$ cat src/swt_consts.svh
/*
 Constants of the watchdog configuration link: I/O ports, keys, register
 indices, field positions, reset values, timing and host APB map.
 Assumes inclusion by bare name from each file that needs it.
*/
`ifndef SWT_CONSTS_SVH
`define SWT_CONSTS_SVH

`define SWT_PORT_INDEX 16'h002e
`define SWT_PORT_DATA 16'h002f
`define SWT_KEY_UNLOCK 8'h87
`define SWT_KEY_LOCK 8'haa

`define SWT_REG_LDN 8'h07
`define SWT_REG_ACT 8'h30
`define SWT_REG_UNIT 8'hf0
`define SWT_REG_COUNT 8'hf1
`define SWT_REG_CTRL 8'hf2
`define SWT_LDN_WDT 8'h08
`define SWT_ACT_ON 8'h01

`define SWT_UNIT_BIT 3
`define SWT_MOUSE_BIT 7
`define SWT_KBD_BIT 6
`define SWT_FORCE_BIT 5
`define SWT_STAT_BIT 4

`define SWT_LDN_RST 8'h00
`define SWT_COUNT_RST 8'h00
`define SWT_IDLE_RDATA 8'hff
`define SWT_UNMAPPED_RDATA 8'h00

`define SWT_UNIT_S 1
`define SWT_CLK_HZ 10000000
`define SWT_SEC_PER_MIN 60

`define SWT_APB_CMD 12'h000
`define SWT_APB_STAT 12'h004
`define SWT_CMD_PORT_BIT 8
`define SWT_CMD_WR_BIT 9
`define SWT_CMD_OP_LSB 10
`define SWT_STAT_BUSY_BIT 0
`define SWT_STAT_TMO_BIT 1
`define SWT_STAT_RD_LSB 8

`endif

$ cat src/swt_pkg.sv
/*
 Types shared by both ends of the watchdog link.
 Assumes nothing beyond a SystemVerilog compiler.
*/
package swt_pkg;

    typedef enum logic [1:0] {
        SWT_OP_SINGLE,
        SWT_OP_UNLOCK,
        SWT_OP_LOCK
    } swt_op_t;

    typedef enum logic {
        SWT_HS_IDLE,
        SWT_HS_WAIT
    } swt_hfsm_t;

    typedef struct packed {
        logic cfg_on;
        logic key_one;
        logic [7:0] index;
        logic [7:0] ldn;
        logic active;
        logic unit_min;
        logic [7:0] count;
        logic [7:0] remain;
        logic mouse_en;
        logic kbd_en;
        logic expired;
        logic ack;
        logic [7:0] rdata;
    } swt_dev_st_t;

    typedef struct packed {
        swt_hfsm_t fsm;
        logic pready;
        logic [31:0] prdata;
        logic req;
        logic we;
        logic [15:0] addr;
        logic [7:0] wdata;
        logic left;
        logic [7:0] rdata;
    } swt_host_st_t;

endpackage : swt_pkg

$ cat src/swt_io_if.sv
/*
 I/O cycle link between the host end and the watchdog device.
 Assumes both ends run on the same clock; one request pulse, one ack pulse.
*/
`timescale 1ns/100ps
`default_nettype none

interface swt_io_if;
    logic io_req;
    logic io_we;
    logic [15:0] io_addr;
    logic [7:0] io_wdata;
    logic io_ack;
    logic [7:0] io_rdata;
    logic wdt_timeout;

    modport dev (
        input io_req,
        input io_we,
        input io_addr,
        input io_wdata,
        output io_ack,
        output io_rdata,
        output wdt_timeout
    );

    modport host (
        output io_req,
        output io_we,
        output io_addr,
        output io_wdata,
        input io_ack,
        input io_rdata,
        input wdt_timeout
    );
endinterface : swt_io_if

`default_nettype wire

$ cat src/swt_tick_div.sv
/*
 Divider: one tick pulse every DIV enabled cycles, restartable.
 Assumes a synchronous clear from the owner's reload logic.
*/
`timescale 1ns/100ps
`default_nettype none

module swt_tick_div #(
    parameter int unsigned DIV = 10
) (
    input wire logic clk_sys_i,
    input wire logic reset_n_i,
    input wire logic clear_i,
    input wire logic en_i,
    output logic tick_o
);
    localparam int W = (DIV > 1) ? $clog2(DIV) : 1;

    typedef struct packed {
        logic [W-1:0] cnt;
        logic tick;
    } swt_div_st_t;

    swt_div_st_t s_reg;
    swt_div_st_t s_next;

    always_comb begin
        s_next = s_reg;
        s_next.tick = 1'b0;
        if (clear_i) begin
            s_next.cnt = '0;
        end else if (en_i) begin
            if (s_reg.cnt == W'(DIV - 1)) begin
                s_next.cnt = '0;
                s_next.tick = 1'b1;
            end else begin
                s_next.cnt = s_reg.cnt + 1'b1;
            end
        end
    end

    always_ff @(posedge clk_sys_i or negedge reset_n_i) begin
        if (!reset_n_i) begin
            s_reg <= '0;
        end else begin
            s_reg <= s_next;
        end
    end

    assign tick_o = s_reg.tick;
endmodule : swt_tick_div

`default_nettype wire

$ cat src/swt_device.sv
/*
 Watchdog device end: index/data configuration ports, unlock and lock keys,
 logical device select, countdown in seconds or minutes, timeout output.
 Assumes the host end keeps the link order: one request, then wait for ack.
*/
// Implementation choice: register access over the index/data I/O link.
`timescale 1ns/100ps
`default_nettype none
`include "swt_consts.svh"

module swt_device #(
    parameter int unsigned TICK_CYCLES = `SWT_UNIT_S * `SWT_CLK_HZ,
    parameter int unsigned UNITS_PER_MIN = `SWT_SEC_PER_MIN
) (
    input wire logic clk_sys_i,
    input wire logic reset_n_i,
    swt_io_if.dev io,
    input wire logic mouse_act_i,
    input wire logic kbd_act_i,
    output logic timeout_o,
    output logic timeout_status_o
);
    swt_pkg::swt_dev_st_t s_reg;
    swt_pkg::swt_dev_st_t s_next;

    logic div_clear;
    logic sec_tick;
    logic min_tick;
    logic unit_tick;
    logic wr_index;
    logic data_acc;
    logic wdt_sel;
    logic running;
    logic reload;
    logic [7:0] rd_value;

    // Restart on reload so the first unit after a strobe is a full one
    swt_tick_div #(
        .DIV(TICK_CYCLES)
    ) u_sec_div (
        .clk_sys_i(clk_sys_i),
        .reset_n_i(reset_n_i),
        .clear_i(div_clear),
        .en_i(running),
        .tick_o(sec_tick)
    );

    swt_tick_div #(
        .DIV(UNITS_PER_MIN)
    ) u_min_div (
        .clk_sys_i(clk_sys_i),
        .reset_n_i(reset_n_i),
        .clear_i(div_clear),
        .en_i(sec_tick),
        .tick_o(min_tick)
    );

    assign unit_tick = s_reg.unit_min ? min_tick : sec_tick;

    // Read mux of the indexed register
    always_comb begin
        rd_value = `SWT_UNMAPPED_RDATA;
        if (s_reg.index == `SWT_REG_LDN) begin
            rd_value = s_reg.ldn;
        end else if (wdt_sel) begin
            case (s_reg.index)
                `SWT_REG_ACT: begin
                    rd_value = {7'h00, s_reg.active};
                end
                `SWT_REG_UNIT: begin
                    rd_value[`SWT_UNIT_BIT] = s_reg.unit_min;
                end
                `SWT_REG_COUNT: begin
                    rd_value = s_reg.count;
                end
                `SWT_REG_CTRL: begin
                    rd_value[`SWT_MOUSE_BIT] = s_reg.mouse_en;
                    rd_value[`SWT_KBD_BIT] = s_reg.kbd_en;
                    rd_value[`SWT_STAT_BIT] = s_reg.expired;
                end
                default: begin
                    rd_value = `SWT_UNMAPPED_RDATA;
                end
            endcase
        end
    end

    assign wr_index = io.io_req && io.io_we && (io.io_addr == `SWT_PORT_INDEX);
    assign data_acc = io.io_req && (io.io_addr == `SWT_PORT_DATA) && s_reg.cfg_on;
    assign wdt_sel = (s_reg.ldn == `SWT_LDN_WDT);
    assign running = s_reg.active && (s_reg.count != 8'h00) && !s_reg.expired;
    assign reload = running && ((mouse_act_i && s_reg.mouse_en) || (kbd_act_i && s_reg.kbd_en));

    always_comb begin
        s_next = s_reg;
        s_next.ack = 1'b0;
        div_clear = 1'b0;
        if (io.io_req) begin
            // Every cycle is answered; a locked device reads all ones
            s_next.ack = 1'b1;
            s_next.rdata = `SWT_IDLE_RDATA;
        end
        if (wr_index) begin
            if (!s_reg.cfg_on) begin
                if (io.io_wdata == `SWT_KEY_UNLOCK) begin
                    s_next.cfg_on = s_reg.key_one;
                    s_next.key_one = !s_reg.key_one;
                end else begin
                    s_next.key_one = 1'b0;
                end
            end else if (io.io_wdata == `SWT_KEY_LOCK) begin
                s_next.cfg_on = 1'b0;
                s_next.key_one = 1'b0;
            end else begin
                s_next.index = io.io_wdata;
            end
        end else if (io.io_req && !s_reg.cfg_on) begin
            // Any other cycle breaks a half-done unlock
            s_next.key_one = 1'b0;
        end
        if (data_acc && !io.io_we) begin
            s_next.rdata = rd_value;
        end
        if (data_acc && io.io_we) begin
            if (s_reg.index == `SWT_REG_LDN) begin
                s_next.ldn = io.io_wdata;
            end else if (wdt_sel) begin
                case (s_reg.index)
                    `SWT_REG_ACT: begin
                        s_next.active = (io.io_wdata == `SWT_ACT_ON);
                    end
                    `SWT_REG_UNIT: begin
                        s_next.unit_min = io.io_wdata[`SWT_UNIT_BIT];
                    end
                    `SWT_REG_COUNT: begin
                        s_next.count = io.io_wdata;
                        s_next.remain = io.io_wdata;
                        s_next.expired = 1'b0;
                        div_clear = 1'b1;
                    end
                    `SWT_REG_CTRL: begin
                        s_next.mouse_en = io.io_wdata[`SWT_MOUSE_BIT];
                        s_next.kbd_en = io.io_wdata[`SWT_KBD_BIT];
                        // Force bit is not stored, so it always reads back 0
                        if (io.io_wdata[`SWT_FORCE_BIT]) begin
                            s_next.expired = 1'b1;
                        end
                    end
                    default: begin
                        s_next.index = s_reg.index;
                    end
                endcase
            end
        end
        if (reload) begin
            s_next.remain = s_reg.count;
            div_clear = 1'b1;
        end else if (running && unit_tick) begin
            if (s_reg.remain <= 8'h01) begin
                // Expiry placed last: it wins over a clear in the same cycle
                s_next.remain = 8'h00;
                s_next.expired = 1'b1;
            end else begin
                s_next.remain = s_reg.remain - 8'h01;
            end
        end
    end

    always_ff @(posedge clk_sys_i or negedge reset_n_i) begin
        if (!reset_n_i) begin
            s_reg <= '0;
            s_reg.ldn <= `SWT_LDN_RST;
            s_reg.count <= `SWT_COUNT_RST;
            s_reg.remain <= `SWT_COUNT_RST;
        end else begin
            s_reg <= s_next;
        end
    end

    assign io.io_ack = s_reg.ack;
    assign io.io_rdata = s_reg.rdata;
    assign io.wdt_timeout = s_reg.expired;
    assign timeout_o = s_reg.expired;
    assign timeout_status_o = s_reg.expired;
endmodule : swt_device

`default_nettype wire

$ cat src/flat_wrapper.sv
// flat-port wrapper written by rule: the top's interface ports become plain ports
module swt_device_flat 
#(
    parameter int unsigned TICK_CYCLES = `SWT_UNIT_S * `SWT_CLK_HZ,
    parameter int unsigned UNITS_PER_MIN = `SWT_SEC_PER_MIN
)
  (clk_sys_i, reset_n_i, mouse_act_i, kbd_act_i, timeout_o, timeout_status_o, io_io_req, io_io_we, io_io_addr, io_io_wdata, io_io_ack, io_io_rdata, io_wdt_timeout);
  swt_io_if io_i ();
  input wire logic clk_sys_i;
  input wire logic reset_n_i;
  input wire logic mouse_act_i;
  input wire logic kbd_act_i;
  output logic timeout_o;
  output logic timeout_status_o;
  input wire logic [$bits(io_i.io_req)-1:0] io_io_req;
  input wire logic [$bits(io_i.io_we)-1:0] io_io_we;
  input wire logic [$bits(io_i.io_addr)-1:0] io_io_addr;
  input wire logic [$bits(io_i.io_wdata)-1:0] io_io_wdata;
  output wire logic [$bits(io_i.io_ack)-1:0] io_io_ack;
  output wire logic [$bits(io_i.io_rdata)-1:0] io_io_rdata;
  output wire logic [$bits(io_i.wdt_timeout)-1:0] io_wdt_timeout;
  assign io_i.io_req = io_io_req;
  assign io_i.io_we = io_io_we;
  assign io_i.io_addr = io_io_addr;
  assign io_i.io_wdata = io_io_wdata;
  assign io_io_ack = io_i.io_ack;
  assign io_io_rdata = io_i.io_rdata;
  assign io_wdt_timeout = io_i.wdt_timeout;
  swt_device #(.TICK_CYCLES(TICK_CYCLES), .UNITS_PER_MIN(UNITS_PER_MIN)) u_core (.clk_sys_i(clk_sys_i), .reset_n_i(reset_n_i), .io(io_i), .mouse_act_i(mouse_act_i), .kbd_act_i(kbd_act_i), .timeout_o(timeout_o), .timeout_status_o(timeout_status_o));
endmodule
$ cat config.mk
export PLATFORM = sky130hd
export DESIGN_NAME = swt_device_flat
export DESIGN_NICKNAME = d
export VERILOG_FILES = /design/src/swt_pkg.sv /design/src/swt_io_if.sv /design/src/swt_tick_div.sv /design/src/swt_device.sv /design/src/flat_wrapper.sv
export VERILOG_INCLUDE_DIRS = /design/src
export SDC_FILE = /design/constraint.sdc
export NUM_CORES = 1
export LEC_CHECK = 0
export BUFFER_PORTS_ARGS = -buffer_cell sky130_fd_sc_hd__clkbuf_2
export CORE_MARGIN = 5
export CORE_UTILIZATION = 54
export DETAILED_ROUTE_END_ITERATION = 10
export GPL_ROUTABILITY_DRIVEN = 0
export PLACE_DENSITY = 0.71
export SLEW_MARGIN = 15
export SYNTH_ARGS = -nofsm -noshare
export SYNTH_HDL_FRONTEND = slang
export SYNTH_SLANG_ARGS = --single-unit
$ cat constraint.sdc
create_clock -name clk_sys_i -period 2.6 [get_ports clk_sys_i]
set_clock_uncertainty 0.15 [all_clocks]
set_input_delay 0.26 -clock clk_sys_i [delete_from_list [all_inputs] [get_ports clk_sys_i]]
set_output_delay 0.26 -clock clk_sys_i [all_outputs]
set_load 0.005 [all_outputs]
==> results_dict.tcl <==
set metrics [dict create \
    wl_um 11400 \
    slowest_stage "or4_1" \
    ir_drop_v 0.000234 \
    clk_latency_ns 0.35 \
    hold_path_depth 2 \
    largest_reg_flops 38 \
    fin_total_pwr_mw 2.25 \
    fp.dieH_um 101 \
    cp_max_fo 8 \
    vias_per_cell 6.18 \
    run_status "completed" \
    cts_max_level 3 \
    final.setup.tns_ns 0 \
    holdWs_ns 0.0609 \
    path_class "register to register" \
    post-cts-setup-buffers 0 \
    slowest_delay_ns 0.63 \
    ys_ff_latch 80 \
    die_w_um 101 \
    post_drt_wl_per_cell_um 17.9 \
    hold_end "u_core.io.io_ack" \
    crit_arrival_ns 2.53 \
    ys_types 64 \
    cap_violations 0 \
    drive_above_1_share 0.240 \
    p_leak_nw 2.28 \
    holdCritStartpoint "io_io_req" \
    setup_viol 0 \
    regToRegSetupSlack_ns 0.14 \
    crit_chain "or4_1, o21ai_1, nor3_1, a221oi_1, o2bb2ai_1" \
    vias 3927 \
    yosysWarnings 0 \
    dr.first_iter.drc_count 223 \
    period_minus_slack_ns 2.46 \
    synth_top_family_by_area "simple AND/OR/NAND/NOR gates" \
    timing.fmax_ghz 0.407 \
    synth_edf_count 0 \
    synth_cells 467 \
    io_buffers 41 \
    cts_sinks 80 \
    antenna_found_initial 0 \
    synth_compound_area_frac 0.147 \
    io_pins 42 \
    synth_area_um2 4480 \
    num_antenna_cells 0 \
    start_util 0.551 \
    synth-adder-area-share 0.0112 \
    core-area_um2 8130 \
    cts_max_path_buffers 2 \
    ant_nets 0 \
    pwr_density_cell_nw_per_um2 438 \
    ys_seq_area_frac 0.447 \
    grt_max_degree 46 \
    grt-ovfl-total 0 \
    cp.required_ns 2.67 \
    rsz0062_at_grt "false" \
    hp-class "primary input to register" \
    final_max_slew_viol_count 0 \
    synth_ff_type "dfrtp_1" \
    grt_pass1_wl_um 18900 \
    cp-end-kind "register" \
    synthMuxAreaShare 0.0595 \
    reg2reg_depth 5 \
    cts_root_buf "clkbuf_8" \
    cts_tree "done" \
    tightest_slew_ns 0.771 \
    postSynthAreaPerCell_um2 9.59 \
    layout.nets 559 \
    synth_xor_area_frac 0.0137 \
    setup_ws_ns 0.141 \
    row_count 33 \
    place_hpwl_um 8320 \
    grtUsageTotal 0.234 \
    synthToLayoutAreaGrowth_pct 14.5 \
    finalCritPeriodShare 0.946 \
    grt_pass1_vias 3732 \
    syn-num-nets 501 \
    first_pass_iters 7 \
    hold_viol_final 0 \
    r2r_end "u_core.s_reg[15]" \
    drc 0 \
    slew-limit-headroom 0.482 \
    pre_cts_ws_ns 0.141 \
    dieArea_um2 10200 \
    crit_path_start_kind "register" \
    cts_made_buffers 9 \
    synth-simple-area-share 0.283 \
    clk_pin_slew_ns 0.08 \
    n_fill_cell 682 \
    worstReg2RegStart "u_core.s_reg[21]" \
    async_flop_share 1.00 \
]
==> cell usage in the layout, fill, tap and decap left out, types with 4 or more instances in the layout <==
cell / n
buf_4: 31
nor2_1: 45
nor3_1: 17
dfrtp_1: 80
and2_1: 4
a21oi_1: 16
mux2_2: 21
nand4_1: 11
a31oi_1: 19
nand2_1: 66
and4_1: 9
a221oi_1: 8
ha_1: 4
clkbuf_8: 10
o21ai_0: 5
o2bb2ai_1: 8
and3_1: 7
a41oi_1: 7
clkbuf_2: 40
inv_1: 5
xor2_1: 5
nor4_1: 8
nand4b_1: 4
a22oi_1: 5
nand3_1: 22
==> routing by layer <==
metal / GRT usage / vias up / part of all wire
li1: - / 1875 / -
met1: 0.355 / 1903 / 0.48
met2: 0.349 / 130 / 0.44
met3: 0.0291 / 19 / 0.061
met4: 0.0716 / 0 / 0.019
met5: 0 / - / 0
==> through the flow <==
stage / cells / cell area, um2 / util
2_1_floorplan: 467 / 4480 / -
3_3_place_gp: 618 / 4910 / 0.603
3_5_place_dp: 618 / 4910 / 0.603
4_1_cts: 635 / 5110 / 0.629
5_1_grt: 635 / 5130 / 0.631
6_report: 635 / 5130 / 0.631
==> report_power, final <==
part / total, mW / internal (mW) / switching [mW] / leakage (nW)
clock: 0.923 / 0.469 / 0.454 / 0.0993
combinational: 0.0793 / 0.0246 / 0.0547 / 1.14
sequential: 1.24 / 1.24 / 0.000177 / 1.04
==> what timing repair did <==
item                                    CTS  global route
resized for setup                         0             2
hold endpoints to repair                 35             0
endpoints found under the setup margin    0             6
hold buffers                              1             0
==> cells in the mapped netlist (3+ instances only) <==
library cell / n / area share
dfrtp_1: 80 / 0.45
nand2_1: 66 / 0.055
nor2_1: 45 / 0.038
nand3_1: 22 / 0.025
mux2_2: 21 / 0.053
a31oi_1: 19 / 0.027
nor3_1: 17 / 0.019
a21oi_1: 16 / 0.018
nand4_1: 11 / 0.015
buf_4: 10 / 0.017
and4_1: 9 / 0.018
nor4_1: 9 / 0.013
a221oi_1: 8 / 0.016
clkbuf_1: 8 / 0.0067
o2bb2ai_1: 8 / 0.016
a41oi_1: 7 / 0.014
and3_1: 7 / 0.0098
buf_2: 6 / 0.0067
a22oi_1: 5 / 0.0084
inv_1: 5 / 0.0042
o21ai_0: 5 / 0.0056
xor2_1: 5 / 0.0098
and2_1: 4 / 0.0056
ha_1: 4 / 0.011
nand4b_1: 4 / 0.0078
a222oi_1: 3 / 0.0067
mux2i_1: 3 / 0.0067
nand2b_1: 3 / 0.0042
nor2b_1: 3 / 0.0042
nor4b_2: 3 / 0.010
o211ai_1: 3 / 0.0050
or3b_1: 3 / 0.0059
or3b_2: 3 / 0.0059
or4_1: 3 / 0.0050
==> final cells by class <==
cell class / count / area (um2) / area share
well taps: 105 / 131 / 0.0256
clock inverters: 5 / 56.3 / 0.0110
flip-flops and latches: 80 / 2000 / 0.390
repair buffers: 73 / 463 / 0.0903
clock buffers: 11 / 141 / 0.0276
multi-input cells: 356 / 2320 / 0.452
inverters: 5 / 18.8 / 0.00366
==> critical path: cells and delay by family, from the launching register on <==
kind	cells	cell delay, ns
compound gates	3	0.86
flops	1	0.46
simple gates	2	0.87
==> cell families (layout without fill, tap and decap cells) <==
group,Yosys count,count (layout)
buffers and inverters,31,94
muxes,24,24
xor gates and xnor gates,7,7
and+or+nand+nor,231,231
AOI/OAI and AO/OA,90,90
DFF,80,80
adders and majority gates,4,4
==> worst max-delay path by stage <==
stage,from,to,slack (ns)
final,u_core.s_reg[21],u_core.s_reg[15],0.14
after global routing,u_core.s_reg[21],u_core.s_reg[15],0.007
after CTS,u_core.u_sec_div.s_reg[1],u_core.u_sec_div.s_reg[19],0.10
after detailed placement,u_core.u_sec_div.s_reg[1],u_core.u_sec_div.s_reg[19],0.14
after global placement,u_core.u_sec_div.s_reg[1],u_core.u_sec_div.s_reg[19],0.21
after floorplan,u_core.u_sec_div.s_reg[8],u_core.u_sec_div.s_reg[24],0.34
No activity file was read; power rests on OpenSTA's default activity.
